==> config.mk <==
export PLATFORM = sky130hd
export DESIGN_NAME = asa_top
export DESIGN_NICKNAME = d
export VERILOG_FILES = /design/src/design/asa_pkg.sv /design/src/design/asa_baud_div.sv /design/src/design/asa_sync_edge.sv /design/src/design/asa_top.sv
export SDC_FILE = /design/constraint.sdc
export NUM_CORES = 1
export LEC_CHECK = 0
export BUFFER_PORTS_ARGS = -buffer_cell sky130_fd_sc_hd__buf_2
export CAP_MARGIN = 20
export CORE_MARGIN = 2
export CORE_UTILIZATION = 45
export CTS_CLUSTER_DIAMETER = 50
export DETAILED_ROUTE_END_ITERATION = 8
export GPL_ROUTABILITY_DRIVEN = 0
export PLACE_DENSITY = 0.65
export SYNTH_ARGS = -nofsm -noshare
export SYNTH_HDL_FRONTEND = slang
export SYNTH_SLANG_ARGS = --single-unit
==> constraint.sdc <==
create_clock -name clk -period 9.1 [get_ports clk]
set_clock_uncertainty 0.15 [all_clocks]
set_input_delay 1.365 -clock clk [delete_from_list [all_inputs] [get_ports clk]]
set_output_delay 1.365 -clock clk [all_outputs]
set_load 0.1 [all_outputs]
==> src/design/asa_pkg.sv <==
package asa_pkg;

    // register indices inside one adapter window (byte address = 4 * index)
    localparam logic [3:0] ADP_DATA_IDX = 4'h0;
    localparam logic [3:0] ADP_RESET_IDX = 4'h1;
    localparam logic [3:0] ADP_CMD_IDX = 4'h2;
    localparam logic [3:0] ADP_CTRL_IDX = 4'h3;

    // adapter window bases and shared registers, as word indices
    localparam logic [3:0] PORT_A_BASE_IDX = 4'h0;
    localparam logic [3:0] PORT_B_BASE_IDX = 4'h4;
    localparam logic [3:0] IRQ_STATUS_IDX = 4'h8;
    localparam logic [3:0] IRQ_MASK_IDX = 4'h9;
    localparam logic [3:0] EDGE_SEL_IDX = 4'hA;
    localparam logic [3:0] PIN_LEVEL_IDX = 4'hB;

    // values after hardware reset
    localparam logic [7:0] CMD_RESET = 8'h00;
    localparam logic [7:0] CTRL_RESET = 8'h00;
    localparam logic [7:0] IRQ_STATUS_RESET = 8'h00;
    localparam logic [7:0] IRQ_MASK_RESET = 8'h00;
    localparam logic [7:0] EDGE_SEL_RESET = 8'h00;

    // program reset: command bits 4..0 clear, control bit 4 set
    localparam logic [7:0] CMD_PROG_RESET_KEEP = 8'hE0;
    localparam logic [7:0] CTRL_PROG_RESET_SET = 8'h10;

    // frame control field positions
    localparam int CTRL_STOP_BIT = 7;
    localparam int CTRL_WL_HI = 6;
    localparam int CTRL_WL_LO = 5;
    localparam int CTRL_RXCLK_BIT = 4;
    localparam int CTRL_RATE_HI = 3;
    localparam int CTRL_RATE_LO = 0;

    // command field positions
    localparam int CMD_PKIND_HI = 7;
    localparam int CMD_PKIND_LO = 6;
    localparam int CMD_PEN_BIT = 5;
    localparam int CMD_ECHO_BIT = 4;
    localparam int CMD_TXC_HI = 3;
    localparam int CMD_TXC_LO = 2;
    localparam int CMD_RXIRQ_DIS_BIT = 1;
    localparam int CMD_DTR_BIT = 0;

    // transmitter control codes
    localparam logic [1:0] TXC_RTS_HIGH = 2'h0;
    localparam logic [1:0] TXC_IRQ_ON = 2'h1;
    localparam logic [1:0] TXC_QUIET = 2'h2;
    localparam logic [1:0] TXC_BREAK = 2'h3;

    // stop bit codes presented to the shifters
    localparam logic [1:0] STOP_ONE = 2'h0;
    localparam logic [1:0] STOP_ONE_HALF = 2'h1;
    localparam logic [1:0] STOP_TWO = 2'h2;

    // oversampling: ticks per bit time
    localparam int BAUD_OVERSAMPLE = 16;
    localparam int DIV_W = 12;

    // baud crystal edges per 16x tick, 1.8432 MHz source, indexed by rate code
    localparam logic [DIV_W-1:0] BAUD_DIV [16] = '{
        12'h001, 12'h900, 12'h600, 12'h417, 12'h358, 12'h300, 12'h180, 12'h0C0,
        12'h060, 12'h040, 12'h030, 12'h020, 12'h018, 12'h010, 12'h00C, 12'h006
    };

    // top-level state
    typedef struct packed {
        logic [1:0][7:0] ctrl;
        logic [1:0][7:0] cmd;
        logic [7:0] irqStatus;
        logic [7:0] irqMask;
        logic [7:0] edgeSel;
        logic [31:0] rdata;
        logic [1:0] progReset;
        logic [1:0] rtsN;
        logic [1:0] txIrqEn;
        logic [1:0] rxIrqEn;
        logic [1:0] brk;
        logic [1:0] dtr;
        logic [1:0] parEn;
        logic [1:0][1:0] parKind;
        logic [1:0][3:0] dataBits;
        logic [1:0][1:0] stopCode;
        logic [1:0] rxClkSel;
        logic irq;
    } asa_regs_s;

endpackage

==> src/design/asa_baud_div.sv <==
`timescale 1ns/10ps
module asa_baud_div (
    // clock and reset
    input wire logic clk,
    input wire logic reset,
    // crystal edge pulse, restart and divisor
    input wire logic crystalEdge,
    input wire logic restart,
    input wire logic [asa_pkg::DIV_W-1:0] divisor,
    // one-cycle 16x baud tick
    output logic tick
);

    typedef struct packed {
        logic [asa_pkg::DIV_W-1:0] cnt;
        logic tick;
    } asa_div_s;

    asa_div_s st_q;
    asa_div_s st_d;

    // compare with >= so a smaller divisor written mid-count cannot overrun
    always_comb begin
        st_d = st_q;
        st_d.tick = 1'b0;
        if (restart) begin
            st_d.cnt = '0;
        end else if (crystalEdge) begin
            if (st_q.cnt >= divisor - 12'h001) begin
                st_d.cnt = '0;
                st_d.tick = 1'b1;
            end else begin
                st_d.cnt = st_q.cnt + 12'h001;
            end
        end
    end

    always_ff @(posedge clk) begin
        if (reset) begin
            st_q <= '0;
        end else begin
            st_q <= st_d;
        end
    end

    assign tick = st_q.tick;

endmodule

==> src/design/asa_sync_edge.sv <==
`timescale 1ns/10ps
module asa_sync_edge #(
    parameter int WIDTH = 8
) (
    // clock and reset
    input wire logic clk,
    input wire logic reset,
    // pins and edge polarity (1 = rising)
    input wire logic [WIDTH-1:0] pinIn,
    input wire logic [WIDTH-1:0] risingSel,
    // synchronised level and edge pulse
    output logic [WIDTH-1:0] level,
    output logic [WIDTH-1:0] edgePulse
);

    typedef struct packed {
        logic [WIDTH-1:0] meta;
        logic [WIDTH-1:0] sync;
        logic [WIDTH-1:0] prev;
    } asa_sync_s;

    asa_sync_s st_q;
    asa_sync_s st_d;

    // meta feeds only sync; edges are judged on sync against prev
    always_comb begin
        st_d = st_q;
        st_d.meta = pinIn;
        st_d.sync = st_q.meta;
        st_d.prev = st_q.sync;
    end

    always_ff @(posedge clk) begin
        if (reset) begin
            st_q <= '0;
        end else begin
            st_q <= st_d;
        end
    end

    assign level = st_q.sync;
    assign edgePulse = (risingSel & st_q.sync & ~st_q.prev)
                     | (~risingSel & ~st_q.sync & st_q.prev);

endmodule

==> src/design/asa_top.sv <==
// Behaviour
// - two identical independent serial adapters
// - baud rates divided from 1.8432 MHz input
// - baud clock separate from system clock
// - rate field in control bits 3..0
// - echo bit has no effect
// - transmitter field drives request-to-send and break
// - four handshake port pins per adapter
// - a handshake pin edge of the selected polarity raises interrupt when its mask bit is set
// - write offset one does program reset
`timescale 1ns/10ps
module asa_top (
    // system clock and reset
    input wire logic clk,
    input wire logic reset,
    // apb slave
    input wire logic psel,
    input wire logic penable,
    input wire logic pwrite,
    input wire logic [7:0] paddr,
    input wire logic [31:0] pwdata,
    output logic [31:0] prdata,
    output logic pready,
    output logic pslverr,
    // baud crystal input pin
    input wire logic baudCrystalInput,
    // handshake port pins, 3..0 port a, 7..4 port b
    input wire logic [7:0] handshakeIn,
    // handshake interrupt
    output logic handshakeIrq,
    // per-adapter configuration, index 0 port a, 1 port b
    output logic [1:0] requestToSendN,
    output logic [1:0] txIrqEnable,
    output logic [1:0] rxIrqEnable,
    output logic [1:0] sendBreak,
    output logic [1:0] dataTerminalReady,
    // frame format
    output logic [1:0] parityEnable,
    output logic [1:0][1:0] parityKind,
    output logic [1:0][3:0] dataBitCount,
    output logic [1:0][1:0] stopBitCode,
    output logic [1:0] receiverClockSelect,
    // baud tick and program reset pulses
    output logic [1:0] baudTick,
    output logic [1:0] programReset
);

    asa_pkg::asa_regs_s st_q;
    asa_pkg::asa_regs_s st_d;

    // synchronised crystal and handshake pin events
    logic crystalEdge;
    logic [7:0] pinLevel;
    logic [7:0] pinEdge;

    // apb decode
    logic [3:0] wordIdx;
    logic setupPhase;
    logic accessPhase;
    logic wrStrobe;
    logic mapped;

    // the baud crystal is foreign to clk, so it is synchronised and edge counted
    asa_sync_edge #(
        .WIDTH(1)
    ) u_crystal (
        .clk(clk),
        .reset(reset),
        .pinIn(baudCrystalInput),
        .risingSel(1'b1),
        .level(),
        .edgePulse(crystalEdge)
    );

    // handshake pins: edge polarity per pin from the edge select register
    asa_sync_edge #(
        .WIDTH(8)
    ) u_handshake (
        .clk(clk),
        .reset(reset),
        .pinIn(handshakeIn),
        .risingSel(st_q.edgeSel),
        .level(pinLevel),
        .edgePulse(pinEdge)
    );

    // one divider per adapter, both fed from the same crystal edges
    for (genvar p = 0; p < 2; p++) begin : g_port
        asa_baud_div u_div (
            .clk(clk),
            .reset(reset),
            .crystalEdge(crystalEdge),
            .restart(st_q.progReset[p]),
            .divisor(asa_pkg::BAUD_DIV[st_q.ctrl[p][asa_pkg::CTRL_RATE_HI:asa_pkg::CTRL_RATE_LO]]),
            .tick(baudTick[p])
        );
    end

    // apb decode; zero wait states, read data latched in the setup cycle
    assign wordIdx = paddr[5:2];
    assign setupPhase = psel & ~penable;
    assign accessPhase = psel & penable;
    assign wrStrobe = accessPhase & pwrite & mapped;

    // data register lives in the shifter block, so it answers with an error here
    always_comb begin
        mapped = 1'b0;
        if (paddr[1:0] == 2'h0 && paddr[7:6] == 2'h0) begin
            // offset one is mapped so that its write can fire a program reset
            case (wordIdx)
                asa_pkg::PORT_A_BASE_IDX + asa_pkg::ADP_RESET_IDX,
                asa_pkg::PORT_A_BASE_IDX + asa_pkg::ADP_CMD_IDX,
                asa_pkg::PORT_A_BASE_IDX + asa_pkg::ADP_CTRL_IDX,
                asa_pkg::PORT_B_BASE_IDX + asa_pkg::ADP_RESET_IDX,
                asa_pkg::PORT_B_BASE_IDX + asa_pkg::ADP_CMD_IDX,
                asa_pkg::PORT_B_BASE_IDX + asa_pkg::ADP_CTRL_IDX,
                asa_pkg::IRQ_STATUS_IDX,
                asa_pkg::IRQ_MASK_IDX,
                asa_pkg::EDGE_SEL_IDX,
                asa_pkg::PIN_LEVEL_IDX: begin
                    mapped = 1'b1;
                end
                default: begin
                    mapped = 1'b0;
                end
            endcase
        end
    end

    // next state of every register in the block
    always_comb begin
        logic [3:0] base;
        logic [7:0] cmdV;
        logic [7:0] ctrlV;
        logic [7:0] clearMask;
        logic [1:0] wordLen;
        logic [1:0] txCode;
        base = '0;
        cmdV = '0;
        ctrlV = '0;
        clearMask = '0;
        wordLen = '0;
        txCode = '0;
        st_d = st_q;
        // program reset is a one-cycle pulse, low unless a write fires it
        st_d.progReset = 2'b00;

        // read data captured at setup so prdata comes from a flop
        if (setupPhase) begin
            st_d.rdata = '0;
            case (wordIdx)
                asa_pkg::PORT_A_BASE_IDX + asa_pkg::ADP_CMD_IDX: begin
                    st_d.rdata = {24'h000000, st_q.cmd[0]};
                end
                asa_pkg::PORT_A_BASE_IDX + asa_pkg::ADP_CTRL_IDX: begin
                    st_d.rdata = {24'h000000, st_q.ctrl[0]};
                end
                asa_pkg::PORT_B_BASE_IDX + asa_pkg::ADP_CMD_IDX: begin
                    st_d.rdata = {24'h000000, st_q.cmd[1]};
                end
                asa_pkg::PORT_B_BASE_IDX + asa_pkg::ADP_CTRL_IDX: begin
                    st_d.rdata = {24'h000000, st_q.ctrl[1]};
                end
                asa_pkg::IRQ_STATUS_IDX: begin
                    st_d.rdata = {24'h000000, st_q.irqStatus};
                end
                asa_pkg::IRQ_MASK_IDX: begin
                    st_d.rdata = {24'h000000, st_q.irqMask};
                end
                asa_pkg::EDGE_SEL_IDX: begin
                    st_d.rdata = {24'h000000, st_q.edgeSel};
                end
                asa_pkg::PIN_LEVEL_IDX: begin
                    st_d.rdata = {24'h000000, pinLevel};
                end
                default: begin
                    st_d.rdata = '0;
                end
            endcase
        end

        // adapter register writes; a write to offset one is a program reset
        for (int p = 0; p < 2; p++) begin
            base = (p == 0) ? asa_pkg::PORT_A_BASE_IDX : asa_pkg::PORT_B_BASE_IDX;
            if (wrStrobe && wordIdx == base + asa_pkg::ADP_CMD_IDX) begin
                st_d.cmd[p] = pwdata[7:0];
            end
            if (wrStrobe && wordIdx == base + asa_pkg::ADP_CTRL_IDX) begin
                st_d.ctrl[p] = pwdata[7:0];
            end
            // frame shape and parity survive; command bits 4..0 drop and the receiver clock bit sets
            if (wrStrobe && wordIdx == base + asa_pkg::ADP_RESET_IDX) begin
                st_d.cmd[p] = st_q.cmd[p] & asa_pkg::CMD_PROG_RESET_KEEP;
                st_d.ctrl[p] = st_q.ctrl[p] | asa_pkg::CTRL_PROG_RESET_SET;
                st_d.progReset[p] = 1'b1;
            end
        end

        // mask and edge select are plain read/write registers
        if (wrStrobe && wordIdx == asa_pkg::IRQ_MASK_IDX) begin
            st_d.irqMask = pwdata[7:0];
        end
        if (wrStrobe && wordIdx == asa_pkg::EDGE_SEL_IDX) begin
            st_d.edgeSel = pwdata[7:0];
        end

        // write one to clear; a pin edge in the same cycle keeps its bit set
        if (wrStrobe && wordIdx == asa_pkg::IRQ_STATUS_IDX) begin
            clearMask = pwdata[7:0];
        end
        st_d.irqStatus = (st_q.irqStatus & ~clearMask) | pinEdge;

        // configuration decode, registered so the shifters see clean levels
        for (int p = 0; p < 2; p++) begin
            cmdV = st_d.cmd[p];
            ctrlV = st_d.ctrl[p];
            txCode = cmdV[asa_pkg::CMD_TXC_HI:asa_pkg::CMD_TXC_LO];
            wordLen = ctrlV[asa_pkg::CTRL_WL_HI:asa_pkg::CTRL_WL_LO];
            case (txCode)
                asa_pkg::TXC_RTS_HIGH: begin
                    st_d.rtsN[p] = 1'b1;
                    st_d.txIrqEn[p] = 1'b0;
                    st_d.brk[p] = 1'b0;
                end
                asa_pkg::TXC_IRQ_ON: begin
                    st_d.rtsN[p] = 1'b0;
                    st_d.txIrqEn[p] = 1'b1;
                    st_d.brk[p] = 1'b0;
                end
                asa_pkg::TXC_QUIET: begin
                    st_d.rtsN[p] = 1'b0;
                    st_d.txIrqEn[p] = 1'b0;
                    st_d.brk[p] = 1'b0;
                end
                default: begin
                    st_d.rtsN[p] = 1'b0;
                    st_d.txIrqEn[p] = 1'b0;
                    st_d.brk[p] = 1'b1;
                end
            endcase
            st_d.rxIrqEn[p] = ~cmdV[asa_pkg::CMD_RXIRQ_DIS_BIT];
            st_d.dtr[p] = cmdV[asa_pkg::CMD_DTR_BIT];
            // the echo bit is stored for read-back only, nothing consumes it
            st_d.parEn[p] = cmdV[asa_pkg::CMD_PEN_BIT];
            st_d.parKind[p] = cmdV[asa_pkg::CMD_PKIND_HI:asa_pkg::CMD_PKIND_LO];
            st_d.dataBits[p] = 4'h8 - {2'b00, wordLen};
            // the stop select bit is qualified by word length and parity
            if (!ctrlV[asa_pkg::CTRL_STOP_BIT]) begin
                st_d.stopCode[p] = asa_pkg::STOP_ONE;
            end else if (wordLen == 2'b11) begin
                st_d.stopCode[p] = asa_pkg::STOP_ONE_HALF;
            end else if (wordLen == 2'b00
                         && cmdV[asa_pkg::CMD_PEN_BIT]) begin
                st_d.stopCode[p] = asa_pkg::STOP_ONE;
            end else begin
                st_d.stopCode[p] = asa_pkg::STOP_TWO;
            end
            st_d.rxClkSel[p] = ctrlV[asa_pkg::CTRL_RXCLK_BIT];
        end

        // from the next-state copies so the line follows a mask write at once
        st_d.irq = |(st_d.irqStatus & st_d.irqMask);
    end

    // single register stage for all block state
    always_ff @(posedge clk) begin
        if (reset) begin
            st_q <= '0;
            st_q.cmd <= {asa_pkg::CMD_RESET, asa_pkg::CMD_RESET};
            st_q.ctrl <= {asa_pkg::CTRL_RESET, asa_pkg::CTRL_RESET};
            st_q.irqStatus <= asa_pkg::IRQ_STATUS_RESET;
            st_q.irqMask <= asa_pkg::IRQ_MASK_RESET;
            st_q.edgeSel <= asa_pkg::EDGE_SEL_RESET;
            // decoded outputs start as the decode of zero command and control
            st_q.rtsN <= 2'b11;
            st_q.rxIrqEn <= 2'b11;
            st_q.dataBits <= {4'h8, 4'h8};
        end else begin
            st_q <= st_d;
        end
    end

    // apb answer: always ready, error only on unmapped access
    assign pready = 1'b1;
    assign pslverr = accessPhase & ~mapped;
    assign prdata = st_q.rdata;

    // outputs straight from the state register
    assign handshakeIrq = st_q.irq;
    assign requestToSendN = st_q.rtsN;
    assign txIrqEnable = st_q.txIrqEn;
    assign rxIrqEnable = st_q.rxIrqEn;
    assign sendBreak = st_q.brk;
    assign dataTerminalReady = st_q.dtr;
    assign parityEnable = st_q.parEn;
    assign parityKind = st_q.parKind;
    assign dataBitCount = st_q.dataBits;
    assign stopBitCode = st_q.stopCode;
    assign receiverClockSelect = st_q.rxClkSel;
    assign programReset = st_q.progReset;

endmodule

Word level (Yosys, flattened, before mapping) --
Memory sizes are Yosys's and may differ from the RTL's. Cells that the tools add are included.
Storage, ports and cells: ROM bits 400, memories kept 3, register bits 174, input port bits 54
Operators by class: $add $sub $neg 6, magnitude comparators 4, reductions and logical operators 33, equality and inequality tests 16, bitwise operators 30, muxes and demuxes 32
Memory list:
- (no name shown) | depth 16, width 12, read ports 1, clocked after Yosys merged registers in 0, wr ports 0, line asa_top.sv:94 | .divisor(asa_pkg::BAUD_DIV[st_q.ctrl[p][asa_pkg::CTRL_RATE_HI:asa_pkg::CTRL_RATE_LO]]),
- (no name shown) | depth 16, width 12, read ports 1, clocked after Yosys merged registers in 0, wr ports 0, line asa_top.sv:94
- (no name shown) | depth 16, width 1, read ports 1, clocked after Yosys merged registers in 0, wr ports 0, line asa_top.sv:110 | case (wordIdx)
Operators by type and width (count):
- 2-to-1 mux 8 bit | 10
- 2-to-1 mux 12 bit | 6
- one-hot mux 8 bit (8 select lines) | 1
- bitwise AND 8 bit | 6
- NOT 8 bit | 4
- adder 12 x 1 -> 12 bit, second input constant | 2
- >= comparator 12 bit | 2
- subtractor 12 x 1 -> 12 bit, second input constant | 2
- OR reduction 3 bit | 6
- equality test 4 bit, second input constant | 4
- OR 8 bit | 2
- 2-to-1 mux 1 bit | 13
- equality test 4 x 3 -> 1 bit, second input constant | 3
- logical AND 1 bit | 12
- zero test 2 bit | 6
- OR reduction 2 bit | 6
- >= comparator 5 bit, second input constant | 2
- NOT 1 bit | 10
- NOT 4 -> 5 bit | 2
- equality test 2 bit, second input constant | 4
- equality test 4 x 2 -> 1 bit, second input constant | 2
- OR reduction 8 bit | 1
- subtractor 4 x 2 -> 4 bit, first input constant | 2
- bitwise AND 1 bit | 6
- other kinds (4) | 7

Longest topological paths before layout --
Gate-level depths: netlist (run 1).
depth after elaboration 11, depth in mapped cells 18, depth with buffers taken out 16

Cells and area by module --
From an unflattened synthesis (run 1), not the netlist that was laid out.
Unflattened totals: cell total of the unflattened synthesis 868, area, all modules 7702.4 um2
Modules (own cells, without submodules):
- asa_top | sequential area each 1701.6 um2, cells an instance 529, times used 1, area each 4551.9 um2
- asa_baud_div (g_port[1].u_div) | sequential area each 260.2 um2, cells an instance 124, times used 1, area each 1092.3 um2
- asa_baud_div (g_port[0].u_div) | sequential area each 260.2 um2, cells an instance 124, times used 1, area each 1071.0 um2
- asa_sync_edge (u_handshake) | sequential area each 480.5 um2, cells an instance 82, times used 1, area each 883.3 um2
- asa_sync_edge (u_crystal) | sequential area each 60.1 um2, cells an instance 9, times used 1, area each 103.8 um2

Least setup slack after synthesis (run 1) --
Ideal clock, no wire load.
kind input to output, start point input port paddr[4], end point output port pslverr, data arrival time 3350 ps, path buffers 1, stages 4, path slack 4235 ps, path through nand2b_1 -> clkbuf_1 -> o21ai_1 -> a21oi_1
On the way: word-level cells in the longest chain between the ends 4
RTL lines:
- start: declaration | line asa_top.sv:20 | input wire logic [7:0] paddr,
- memory (16 x 1 bit)
- 2-to-1 mux 1 bit | line asa_top.sv:108 | if (paddr[1:0] == 2'h0 && paddr[7:6] == 2'h0) begin
- NOT 1 bit | line asa_top.sv:285 | assign pslverr = accessPhase & ~mapped;
- bitwise AND 1 bit | line asa_top.sv:285
- end: declaration | line asa_top.sv:24 | output logic pslverr,
No other way between the ends.

Worst setup path after layout (run 1) --
start point register st_q[114] (netlist name), end point register g_port[1].u_div.st_q[10] (netlist name)
On the way: word-level cells in the longest chain between the ends 7
RTL lines:
- start: declaration | line asa_top.sv:48 | asa_pkg::asa_regs_s st_q;
- start signal: assignment | line asa_top.sv:279 | st_q <= st_d;
- NOT 4 -> 5 bit (not written as such) | line asa_top.sv:94
- memory (16 x 12 bit)
- 2-to-1 mux 12 bit (not written as such) (2 in series) | line asa_top.sv:94
- subtractor 12 x 1 -> 12 bit | line asa_baud_div.sv:29 | if (st_q.cnt >= divisor - 12'h001) begin
- >= comparator 12 bit | line asa_baud_div.sv:29
- 2-to-1 mux 12 bit | line asa_baud_div.sv:29
- end signal: assignment | line asa_baud_div.sv:42 | st_q <= st_d;
- end: declaration | line asa_baud_div.sv:19 | asa_div_s st_q;
No other way between the ends. The select of a mux whose other input is x is not followed. A chain may end at the register's enable or synchronous reset.

==> results by group, run 1 <==
Pwr
  • Peak VDD IR: about 160 uV
  • Comb pwr share: 0.074
  • Switch share: 0.2548
  • Leak: 3.403 nW
  • Net Sw Power: around 0.00037 W
  • Internal Power: approximately 0.0011 W
  • Sequential fraction of design power: 0.429
  • Pwr per Cell Area: 172.7 nW/um2
  • Clk pwr share: 0.498

CTS
  • Clk pin slew, worst setup/hold paths: roughly 0.060 ns
  • Post-CTS setup buffers: 0
  • Maximum clock path buffer count: 2
  • Clock root buffer master: clkbuf_16
  • PostCTS Resize Cnt: 0
  • Clock latency on the worst-skew pair: around 0.42 ns
  • CTS tree: done
  • CTS HTree Levels: 4
  • Hold buffers post-CTS: 0
  • CTS Buf Count: 17
  • CTS Sinks: about 140

Route
  • Routed vias/inst: between 5 and 6
  • Total Routed Length: roughly 18000 um
  • Drc violations: 0
  • Highest routed layer: met4
  • Detail Route Antenna Nets: 0
  • Pre-Repair DR Iteration Count: 5
  • Met1 wire length: approximately 8500 um
  • Wire length per cell: ~16 um
  • DR iter-0 viols: 528
  • Met3 WL: a little under 1000 um
  • Met2 WL post-DR: 7768 um
  • DR vias: roughly 6.0k

Die
  • Core area: about 17000 um2
  • I/O pin cnt: 123
  • Row count: between 40 and 50
  • Initial core utilization: 0.4598
  • Die Width: 134.2 um
  • Die Footprint: 18000 um2
  • Die H: 134.2 um

Synth
  • Unique cell type count in the Yosys netlist: 71
  • Register area share after synthesis: 0.3623
  • FF+latch count, synth: 138
  • Post-synth ARST share: 0
  • Cells after Synth: ~870
  • Number of flops mapped to enable cells by yosys: 0
  • Primary FF master, synth: dfxtp_1
  • Synth warn: 0
  • Mapped Avg Cell Area: about 8.8 um2
  • Mapped Area: 7625 um2

Placement
  • Place WS: roughly 4.5 ns
  • HPWL Detailed: between 10000 and 15000 um
  • Placed instance count: 1079
  • PortBufs: between 70 and 80

GRT
  • Total grt overflow: 0
  • Number of global-route vias before repair: 5506
  • First-pass GRT wire length: 28540 um
  • Pin count of the biggest net entering global routing: 81
  • Total track usage: 0.2015
  • Antenna violations before repair: 0

Min path
  • HP Start: u_handshake.st_d[10]$_SDFF_PP0_
  • Hold Path Depth: 1
  • Worst Hold Endpoint: u_handshake.level[2]$_SDFF_PP0_
  • HP Class: reg -> reg

Timing
  • Crit path time final: roughly 4.6 ns
  • Relative slew slack: 0.3422
  • Setup slack after layout: ~4.5 ns
  • # setup viols final: 0
  • Slew @ Worst Pin: ~0.98 ns
  • Final setup TNS: 0 ns
  • Fmax: approximately 220 MHz
  • RSZ-0062 raised after global routing: no
  • Final hold viol count: 0
  • Pins Over Slew Limit: 0
  • Final worst path period share: 0.5066

Cells and area
  • N_diodes: 0
  • Area delta synth->final: 9.058%
  • Finished Layout Cells: 1110
  • Layout cells sized above 1: 0.1427
  • Nets: just under 1k
  • # fillers: between 1.5k and 2k
  • Commonest non-fill, non-tap cell in the layout: dfxtp_1
  • Commonest cells after routing, fill and taps aside: 138 x dfxtp_1, 101 x nor2_1, 72 x nand2_1, 72 x buf_2, 57 x mux2i_1

Critical path
  • Worst r2r src: st_q[114]$_SDFFE_PP0P_
  • FF-to-FF End: g_port[1].u_div.st_q[10]$_SDFFE_PP0P_
  • CP max FO: 14
  • R2R setup slack: about 4.5 ns
  • Worst path required time: between 9 and 10 ns
  • Crit Path Class: reg -> reg
  • Setup crit end kind: register
  • FF-to-FF path depth: 12
  • Worst setup SP type: register
  • CP arrival: between 4 and 5 ns

Outcome
  • Status: finished, final reports clean

Flow run
  • Maxcap violations: 0
==> power groups by stage <==
| stage | combinational, W | sequential [W] | clock, W |
|---|---|---|---|
| 6_report | 0.000106 | 0.000616 | 0.000715 |
| 5_1_grt | 0.000112 | 0.000616 | 0.000758 |
| 4_1_cts | 0.000105 | 0.000615 | 0.000731 |
| 3_5_place_dp | 0.000105 | 0.000629 | 0 |
| 3_3_place_gp | 0.000105 | 0.000629 | 0 |
| 2_1_floorplan | 0.0000927 | 0.000627 | 0 |
==> cell families after synthesis <==
kind of cell,Yosys count,synth area share
xor+xnor,33,0.03791
simple gates,310,0.2045
mux,63,0.08664
other cells,2,0.0009849
compound gates,150,0.1383
fa+ha+maj,42,0.06892
buf+inv,133,0.1004
flops,138,0.3623
==> state kept, by name, summed over array words and instances (netlist names) <==
name and cells:
st_q 56, g_port.u_div.st_q 24, prdata 8, u_handshake.level 8, u_handshake.st_d 8, u_handshake.st_q 8, dataBitCount 6, stopBitCode 4
g_port.u_div.tick 2, programReset 2, requestToSendN 2, rxIrqEnable 2, sendBreak 2, txIrqEnable 2, handshakeIrq 1, u_crystal.level 1
u_crystal.st_d 1, u_crystal.st_q 1
==> area by class of cell <==
cell class,count,area (um2),share of cell area
multi-input cells,623,4195,0.5045
well taps,220,275.3,0.03310
clock buffers,19,442.9,0.05327
flip-flops and latches,138,2763,0.3322
repair buffers,76,390.4,0.04695
inverters,22,82.58,0.009931
clock inverters,12,166.4,0.02001
==> cells in the mapped netlist, drive strengths merged, types with 16 or more instances <==
cell / instances / share of area
a21oi: 44 / 0.029
buf: 77 / 0.073
clkbuf: 34 / 0.017
dfxtp: 138 / 0.36
ha: 42 / 0.069
inv: 22 / 0.011
mux2i: 57 / 0.075
nand2: 73 / 0.036
nor2: 101 / 0.050
nor2b: 44 / 0.036
o21ai: 16 / 0.011
xnor2: 24 / 0.028
==> stage by stage <==
step	instance area (um2)	total power [W]	hold slack [ns]	util
after CTS	8315	0.001452	0.2882	0.5014
after global routing	8315	0.001486	0.3072	0.5014
after detailed placement	7706	0.0007339	0.2746	0.4647
after global placement	7706	0.0007334	0.2692	0.4647
final	8315	0.001436	0.2857	0.5014
after floorplan	7711	0.0007199	0.2638	-
==> worst max-delay path, stage by stage (launching register included) <==
cell and delay, ns:
dfxtp_1 0.61, inv_1 0.26, ha_1 0.40, nand2b_1 0.07
a2bb2oi_1 0.31, nand4_1 0.32, nor4_1 0.30, mux2_1 0.35
o22a_1 0.19, ha_1 0.29, nand4_1 0.14, o31ai_2 0.80
a2111oi_0 0.25
==> how the worst max path moves through the flow <==
| stage | slack, ns | to | start | cells after the start |
|---|---|---|---|---|
| 3_3_place_gp | 4.50 | g_port[1].u_div.st_q[8]$_SDFFE_PP0P_ | st_q[114]$_SDFFE_PP0P_ | 12 |
| 4_1_cts | 4.49 | g_port[0].u_div.st_q[12]$_SDFFE_PP0P_ | st_q[106]$_SDFFE_PP0P_ | 14 |
| 2_1_floorplan | 4.24 | pslverr | paddr[4] | 4 |
| 3_5_place_dp | 4.51 | g_port[1].u_div.st_q[10]$_SDFFE_PP0P_ | st_q[114]$_SDFFE_PP0P_ | 12 |
| 5_1_grt | 4.09 | g_port[0].u_div.st_q[12]$_SDFFE_PP0P_ | st_q[106]$_SDFFE_PP0P_ | 14 |
| 6_report | 4.49 | g_port[1].u_div.st_q[10]$_SDFFE_PP0P_ | st_q[114]$_SDFFE_PP0P_ | 12 |
==> metal layers <==
metal / up-vias / track usage
met5: - / 0
met4: 0 / 0.08655
met3: 27 / 0.04308
met2: 161 / 0.2954
met1: 2796 / 0.2856
li1: 2973 / -
Note: power is estimated with default switching activity, not from simulation.
==> inputs of run 2 (changes only) <==
==> constraint.sdc (replaced) <==
create_clock -name clk -period 4.85 [get_ports clk]
set_clock_uncertainty 0.15 [all_clocks]
set_input_delay 0.7275 -clock clk [delete_from_list [all_inputs] [get_ports clk]]
set_output_delay 0.7275 -clock clk [all_outputs]
set_load 0.1 [all_outputs]
==> run 2 against run 1 <==
  * Cell area increased by 1.1%
  * First-iteration DRC count decreased by 28%
  * Critical path type unchanged
  * Register-to-register slack got worse by 3.8 ns
  * Global-route usage decreased by 0.18 points
  * Non-clock buffer count increased by 10
  * Critical path depth increased by 1
  * Clock-buffer cell count increased by 2
  * Clock power increased by 97%
==> results by group, run 2 (same netlist as run 1, synthesis figures left out) <==
Cells and area
  • Commonest non-fill, non-tap cell in the layout: dfxtp_1
  • Cell area after layout: around 8400 um2
  • Most flop-heavy register: st_q
  • Area delta synth->final: 10.22%
  • Nets: slightly below 1k
  • N_diodes: 0
  • # fillers: 1594
  • Commonest cells after routing, fill and taps aside: 138 x dfxtp_1, 101 x nor2_1, 72 x nand2_1, 72 x buf_2, 57 x mux2i_1
  • Largest registers: st_q: 56 flops, g_port.u_div.st_q: 24 flops
  • Layout cells sized above 1: 0.1487
  • Max FFs per register: 56
  • Final Core Density: 0.5068

Route
  • Pre-Repair DR Iteration Count: 5
  • Drc violations: 0
  • Total Routed Length: between 15000 and 20000 um
  • Wire length per cell: around 16 um
  • Detail Route Antenna Nets: 0
  • DR vias: around 6k
  • DR iter-0 viols: 382
  • Routed vias/inst: ~5.3

CTS
  • Clk pin slew, worst setup/hold paths: 0.06 ns
  • CTS Sinks: between 100 and 150
  • CTS tree: done
  • PostCTS Resize Cnt: 0
  • CTS Buf Count: 17
  • Hold buffers post-CTS: 0
  • Maximum clock path buffer count: 2
  • Clock root buffer master: clkbuf_16
  • Post-CTS setup buffers: 0
  • CTS HTree Levels: 4
  • Clock latency on the worst-skew pair: approximately 0.43 ns

Die
  • I/O pin cnt: roughly 120
  • Die Width: approximately 130 um
  • Die Footprint: roughly 18000 um2
  • Row count: 47
  • Core area: ~17000 um2
  • Die H: between 100 and 150 um
  • Initial core utilization: 0.4598

Pwr
  • PnR Total Power: ~0.0028 W
  • Pwr per Cell Area: about 330 nW/um2
  • Peak VDD IR: 289.6 uV
  • Leak: between 3 and 4 nW

Placement
  • Placed inst area: 7771 um2
  • PortBufs: 73
  • HPWL Detailed: ~12000 um

Critical path
  • Crit Path Class: reg -> reg
  • Crit-path cells: buf_4 > ha_1 > or2_1 > a32oi_1 > nand4_1 > nor4_1 > mux2_1 > o22a_1 > ha_1 > nand4_1 > o31ai_1 > buf_4 > a21oi_1
  • Setup crit end kind: register
  • CP arrival: 4.35 ns
  • Crit-path max cell delay: 0.80 ns
  • Worst Path Buf+Inv: 2
  • Worst setup SP type: register
  • CP max FO: 12
  • Worst path required time: ~5.0 ns
  • Cell family with most CP delay: compound AO/OA/AOI/OAI gates
  • Slowest CP cell: o31ai_1

GRT
  • Antenna violations before repair: 0
  • First-pass GRT wire length: about 28000 um
  • Pin count of the biggest net entering global routing: between 60 and 70
  • Total track usage: 0.1997
  • Number of global-route vias before repair: about 5.4k
  • Total grt overflow: 0

Flow run
  • Maxcap violations: 0

Timing
  • # setup viols final: 0
  • Final setup TNS: 0 ns
  • Slew @ Worst Pin: slightly above 0.9 ns
  • Final worst path period share: 0.8668
  • RSZ-0062 raised after global routing: no
  • Final hold viol count: 0
  • Fmax: 237.9 MHz
  • Relative slew slack: 0.3838
  • Pins Over Slew Limit: 0
  • Crit path time final: roughly 4.2 ns
  • Min Hold Slack: about 0.29 ns

Min path
  • HP Class: reg -> reg

Outcome
  • Status: finished, final reports clean
==> run 2: cell count changes in the layout (fill, tap and decap cells not counted), sizes merged <==
| cell | change |
|---|---|
| buf | +10 |
| inv | +1 |
| clkinv | -3 |
| bufinv | +1 |
| clkbuf | +2 |
==> run 2: power by group <==
group | internal [W] | total, W | switching (W)
Sequential | 0.00115 | 0.00115 | 0.00000805
Clock | 0.000884 | 0.00141 | 0.000521
Combinational | 0.0000341 | 0.000199 | 0.000164
==> run 2: final timing paths <==
path,cells after the start,startpoint,slack (ns),to
min,1,u_handshake.st_d[8]$_SDFF_PP0_,0.29,u_handshake.level[0]$_SDFF_PP0_
max reg2reg,13,st_q[114]$_SDFFE_PP0P_,0.65,g_port[1].u_div.st_q[5]$_SDFFE_PP0P_
max,13,st_q[114]$_SDFFE_PP0P_,0.65,g_port[1].u_div.st_q[5]$_SDFFE_PP0P_
min reg2reg,1,u_handshake.st_d[8]$_SDFF_PP0_,0.29,u_handshake.level[0]$_SDFF_PP0_
==> run 2: worst reg2reg max path: stages, from the launching register on <==
cell and delay, ns:
dfxtp_1 0.32, buf_4 0.17, ha_1 0.28, or2_1 0.25
a32oi_1 0.29, nand4_1 0.18, nor4_1 0.32, mux2_1 0.37
o22a_1 0.19, ha_1 0.29, nand4_1 0.13, o31ai_1 0.80
buf_4 0.28, a21oi_1 0.07
==> run 2: layer usage <==
metal / wire (um) / vias up / track usage / part of all wire
met4: 309 / 0 / 0.07193 / 0.017
met5: 0 / - / 0 / 0
li1: - / 2993 / - / -
met2: 7663 / 173 / 0.2937 / 0.43
met1: 8714 / 2805 / 0.2853 / 0.49
met3: 1002 / 24 / 0.04649 / 0.057
==> run 2: cell type report <==
class,instances,area [um2],area share
multi-input combinational,623,4185,0.4980
sequential,138,2763,0.3287
clock inverter,11,182.7,0.02174
timing repair buffer,86,465.4,0.05538
clock buffer,21,450.4,0.05360
tap,220,275.3,0.03275
inverter,22,82.58,0.009826
==> run 2: stage by stage <==
stage / worst slack [ns] / std cells
global placement: 0.7030 / 1089
global route: 0.2712 / 1121
detailed placement: 0.6281 / 1089
floorplan: 1.043 / 894
finish: 0.6459 / 1121
CTS: 0.6306 / 1121
==> inputs of run 3 (changes only) <==
==> constraint.sdc (replaced) <==
create_clock -name clk -period 4.85 [get_ports clk]
set_clock_uncertainty 0.15 [all_clocks]
set_input_delay 0.485 -clock clk [delete_from_list [all_inputs] [get_ports clk]]
set_output_delay 0.485 -clock clk [all_outputs]
set_load 0.1 [all_outputs]
==> run 3 against run 2 <==
  * Final cell count hardly changed
  * Sequential cell count stayed put
  * Global-route usage is 0.15 points lower
  * Die area stayed put
  * Worst hold slack worse by 0.17 ns
  * Via count hardly changed
  * Wire length is 0.80% lower
  * Clock power is 13% lower
  * Total power is 6.7% lower
  * Combinational power hardly changed
  * Maximum frequency is 1.8% higher
==> results by group, run 3 (same netlist as run 1, synthesis figures left out) <==
Placement
  • PortBufs: 73
  • HPWL Detailed: approximately 12000 um
  • Place WS: a little over 0.7 ns

GRT
  • First-pass GRT wire length: roughly 28000 um
  • Pin count of the biggest net entering global routing: slightly below 60
  • Total track usage: 0.1981
  • Total grt overflow: 0
  • Antenna violations before repair: 0
  • Number of global-route vias before repair: 5518

Critical path
  • Slowest CP cell: dfxtp_1
  • CP max FO: 10
  • Worst r2r src: st_q[105]$_SDFFE_PP0P_
  • Critical Path Source: st_q[105]$_SDFFE_PP0P_
  • Crit Path Class: reg -> reg
  • Most frequent CP cell: ha_1
  • Worst path required time: roughly 5.0 ns
  • R2R setup slack: roughly 0.72 ns
  • Cell family with most CP delay: compound AO/OA/AOI/OAI gates
  • Crit-path max cell delay: around 0.53 ns
  • Worst Path Buf+Inv: 2
  • Crit-path cells: inv_1 > ha_1 > or3_1 > ha_1 > inv_1 > a221oi_1 > and4bb_2 > nor2b_1 > xnor2_1 > o221ai_1 > ha_1 > a21o_1 > a21o_1 > a211oi_1 > o31ai_1 > a2111oi_0
  • CP arrival: 4.29 ns
  • Worst setup SP type: register
  • Setup crit end kind: register

Route
  • Routed vias/inst: 5.355
  • Wire length per cell: roughly 16 um
  • Pre-Repair DR Iteration Count: 6
  • DR iter-0 viols: 529
  • Drc violations: 0
  • DR vias: about 6.0k
  • Detail Route Antenna Nets: 0
  • Total Routed Length: approximately 18000 um

CTS
  • CTS tree: done
  • CTS Buf Count: 17
  • Post-CTS setup buffers: 0
  • Clock latency on the worst-skew pair: between 0.4 and 0.5 ns
  • CTS HTree Levels: 4
  • Maximum clock path buffer count: 2
  • CTS Sinks: between 100 and 150
  • Clock root buffer master: clkbuf_16
  • Clk pin slew, worst setup/hold paths: around 0.06 ns
  • PostCTS Resize Cnt: 0
  • Hold buffers post-CTS: 0

Pwr
  • Comb pwr share: 0.077
  • Internal Power: 0.001887 W
  • PnR Total Power: between 0.002 and 0.003 W
  • Peak VDD IR: about 260 uV
  • Pwr per Cell Area: just over 300 nW/um2
  • Switch share: 0.2672
  • Sequential fraction of design power: 0.449
  • Clk pwr share: 0.474
  • Leak: 3.417 nW
  • Net Sw Power: 0.0006878 W

Cells and area
  • Max FFs per register: 56
  • Commonest cells after routing, fill and taps aside: 138 x dfxtp_1, 101 x nor2_1, 72 x nand2_1, 72 x buf_2, 57 x mux2i_1
  • # fillers: approximately 1.6k
  • Nets: a little under 1k
  • Commonest non-fill, non-tap cell in the layout: dfxtp_1
  • Area delta synth->final: 9.107%
  • Largest registers: st_q: 56 flops, g_port.u_div.st_q: 24 flops
  • Layout cells sized above 1: 0.1500
  • Most flop-heavy register: st_q
  • N_diodes: 0
  • Final Core Density: 0.5017

Flow run
  • Maxcap violations: 0

Die
  • Die H: approximately 130 um
  • Initial core utilization: 0.4598
  • Core area: about 17000 um2
  • Die Width: between 100 and 150 um
  • Row count: 47
  • I/O pin cnt: 123
  • Die Footprint: approximately 18000 um2

Timing
  • Crit path time final: around 4.1 ns
  • Final hold viol count: 0
  • Fmax: between 200 and 250 MHz
  • Setup slack after layout: about 0.72 ns
  • Final setup TNS: 0 ns
  • Final worst path period share: 0.8517
  • RSZ-0062 raised after global routing: no
  • # setup viols final: 0
  • Pins Over Slew Limit: 0
  • Relative slew slack: 0.3679
  • Slew @ Worst Pin: roughly 0.94 ns

Min path
  • HP Class: in -> reg
  • HP Start: handshakeIn[4]

Outcome
  • Status: finished, final reports clean
## run 3: metrics by stage
stage | instance area (um2) | instances | hold slack, ns
finish | 8319 | 1120 | 0.1208
global route | 8319 | 1120 | 0.1138
CTS | 8319 | 1120 | 0.1049
detailed placement | 7771 | 1089 | 0.2737
global placement | 7771 | 1089 | 0.2687
floorplan | 7711 | 894 | 0.2638
## run 3: final timing paths
kind,endpoint,depth (start not counted)
setup reg to reg,g_port[0].u_div.st_q[12]$_SDFFE_PP0P_,16
hold / removal,u_handshake.st_d[12]$_SDFF_PP0_,2
setup / recovery,g_port[0].u_div.st_q[12]$_SDFFE_PP0P_,16
hold reg to reg,u_handshake.level[7]$_SDFF_PP0_,1
## run 3: final cells by class
| class | instances | area [um2] | share of cell area |
|---|---|---|---|
| timing repair buffer | 86 | 465.4 | 0.05595 |
| clock inverter | 13 | 118.9 | 0.01429 |
| tap | 220 | 275.3 | 0.03309 |
| clock buffer | 18 | 429.2 | 0.05159 |
| inverter | 22 | 82.58 | 0.009926 |
| sequential | 138 | 2763 | 0.3321 |
| multi-input combinational | 623 | 4185 | 0.5031 |
## run 3: metal layers
metal  vias to the layer above  track usage  routed length [um]
li1                       2980            -                   -
met1                      2834       0.2846                8614
met2                       170       0.2937                7740
met3                        14      0.04195                1009
met4                         0      0.06901                 182
met5                         -            0                   0
## run 3: power by group through the flow
stage	Combinational (W)	Sequential [W]	Clock (W)
floorplan	0.000174	0.00118	0
global placement	0.000197	0.00118	0
detailed placement	0.000197	0.00118	0
CTS	0.000198	0.00115	0.00124
global route	0.000210	0.00116	0.00129
finish	0.000199	0.00115	0.00122
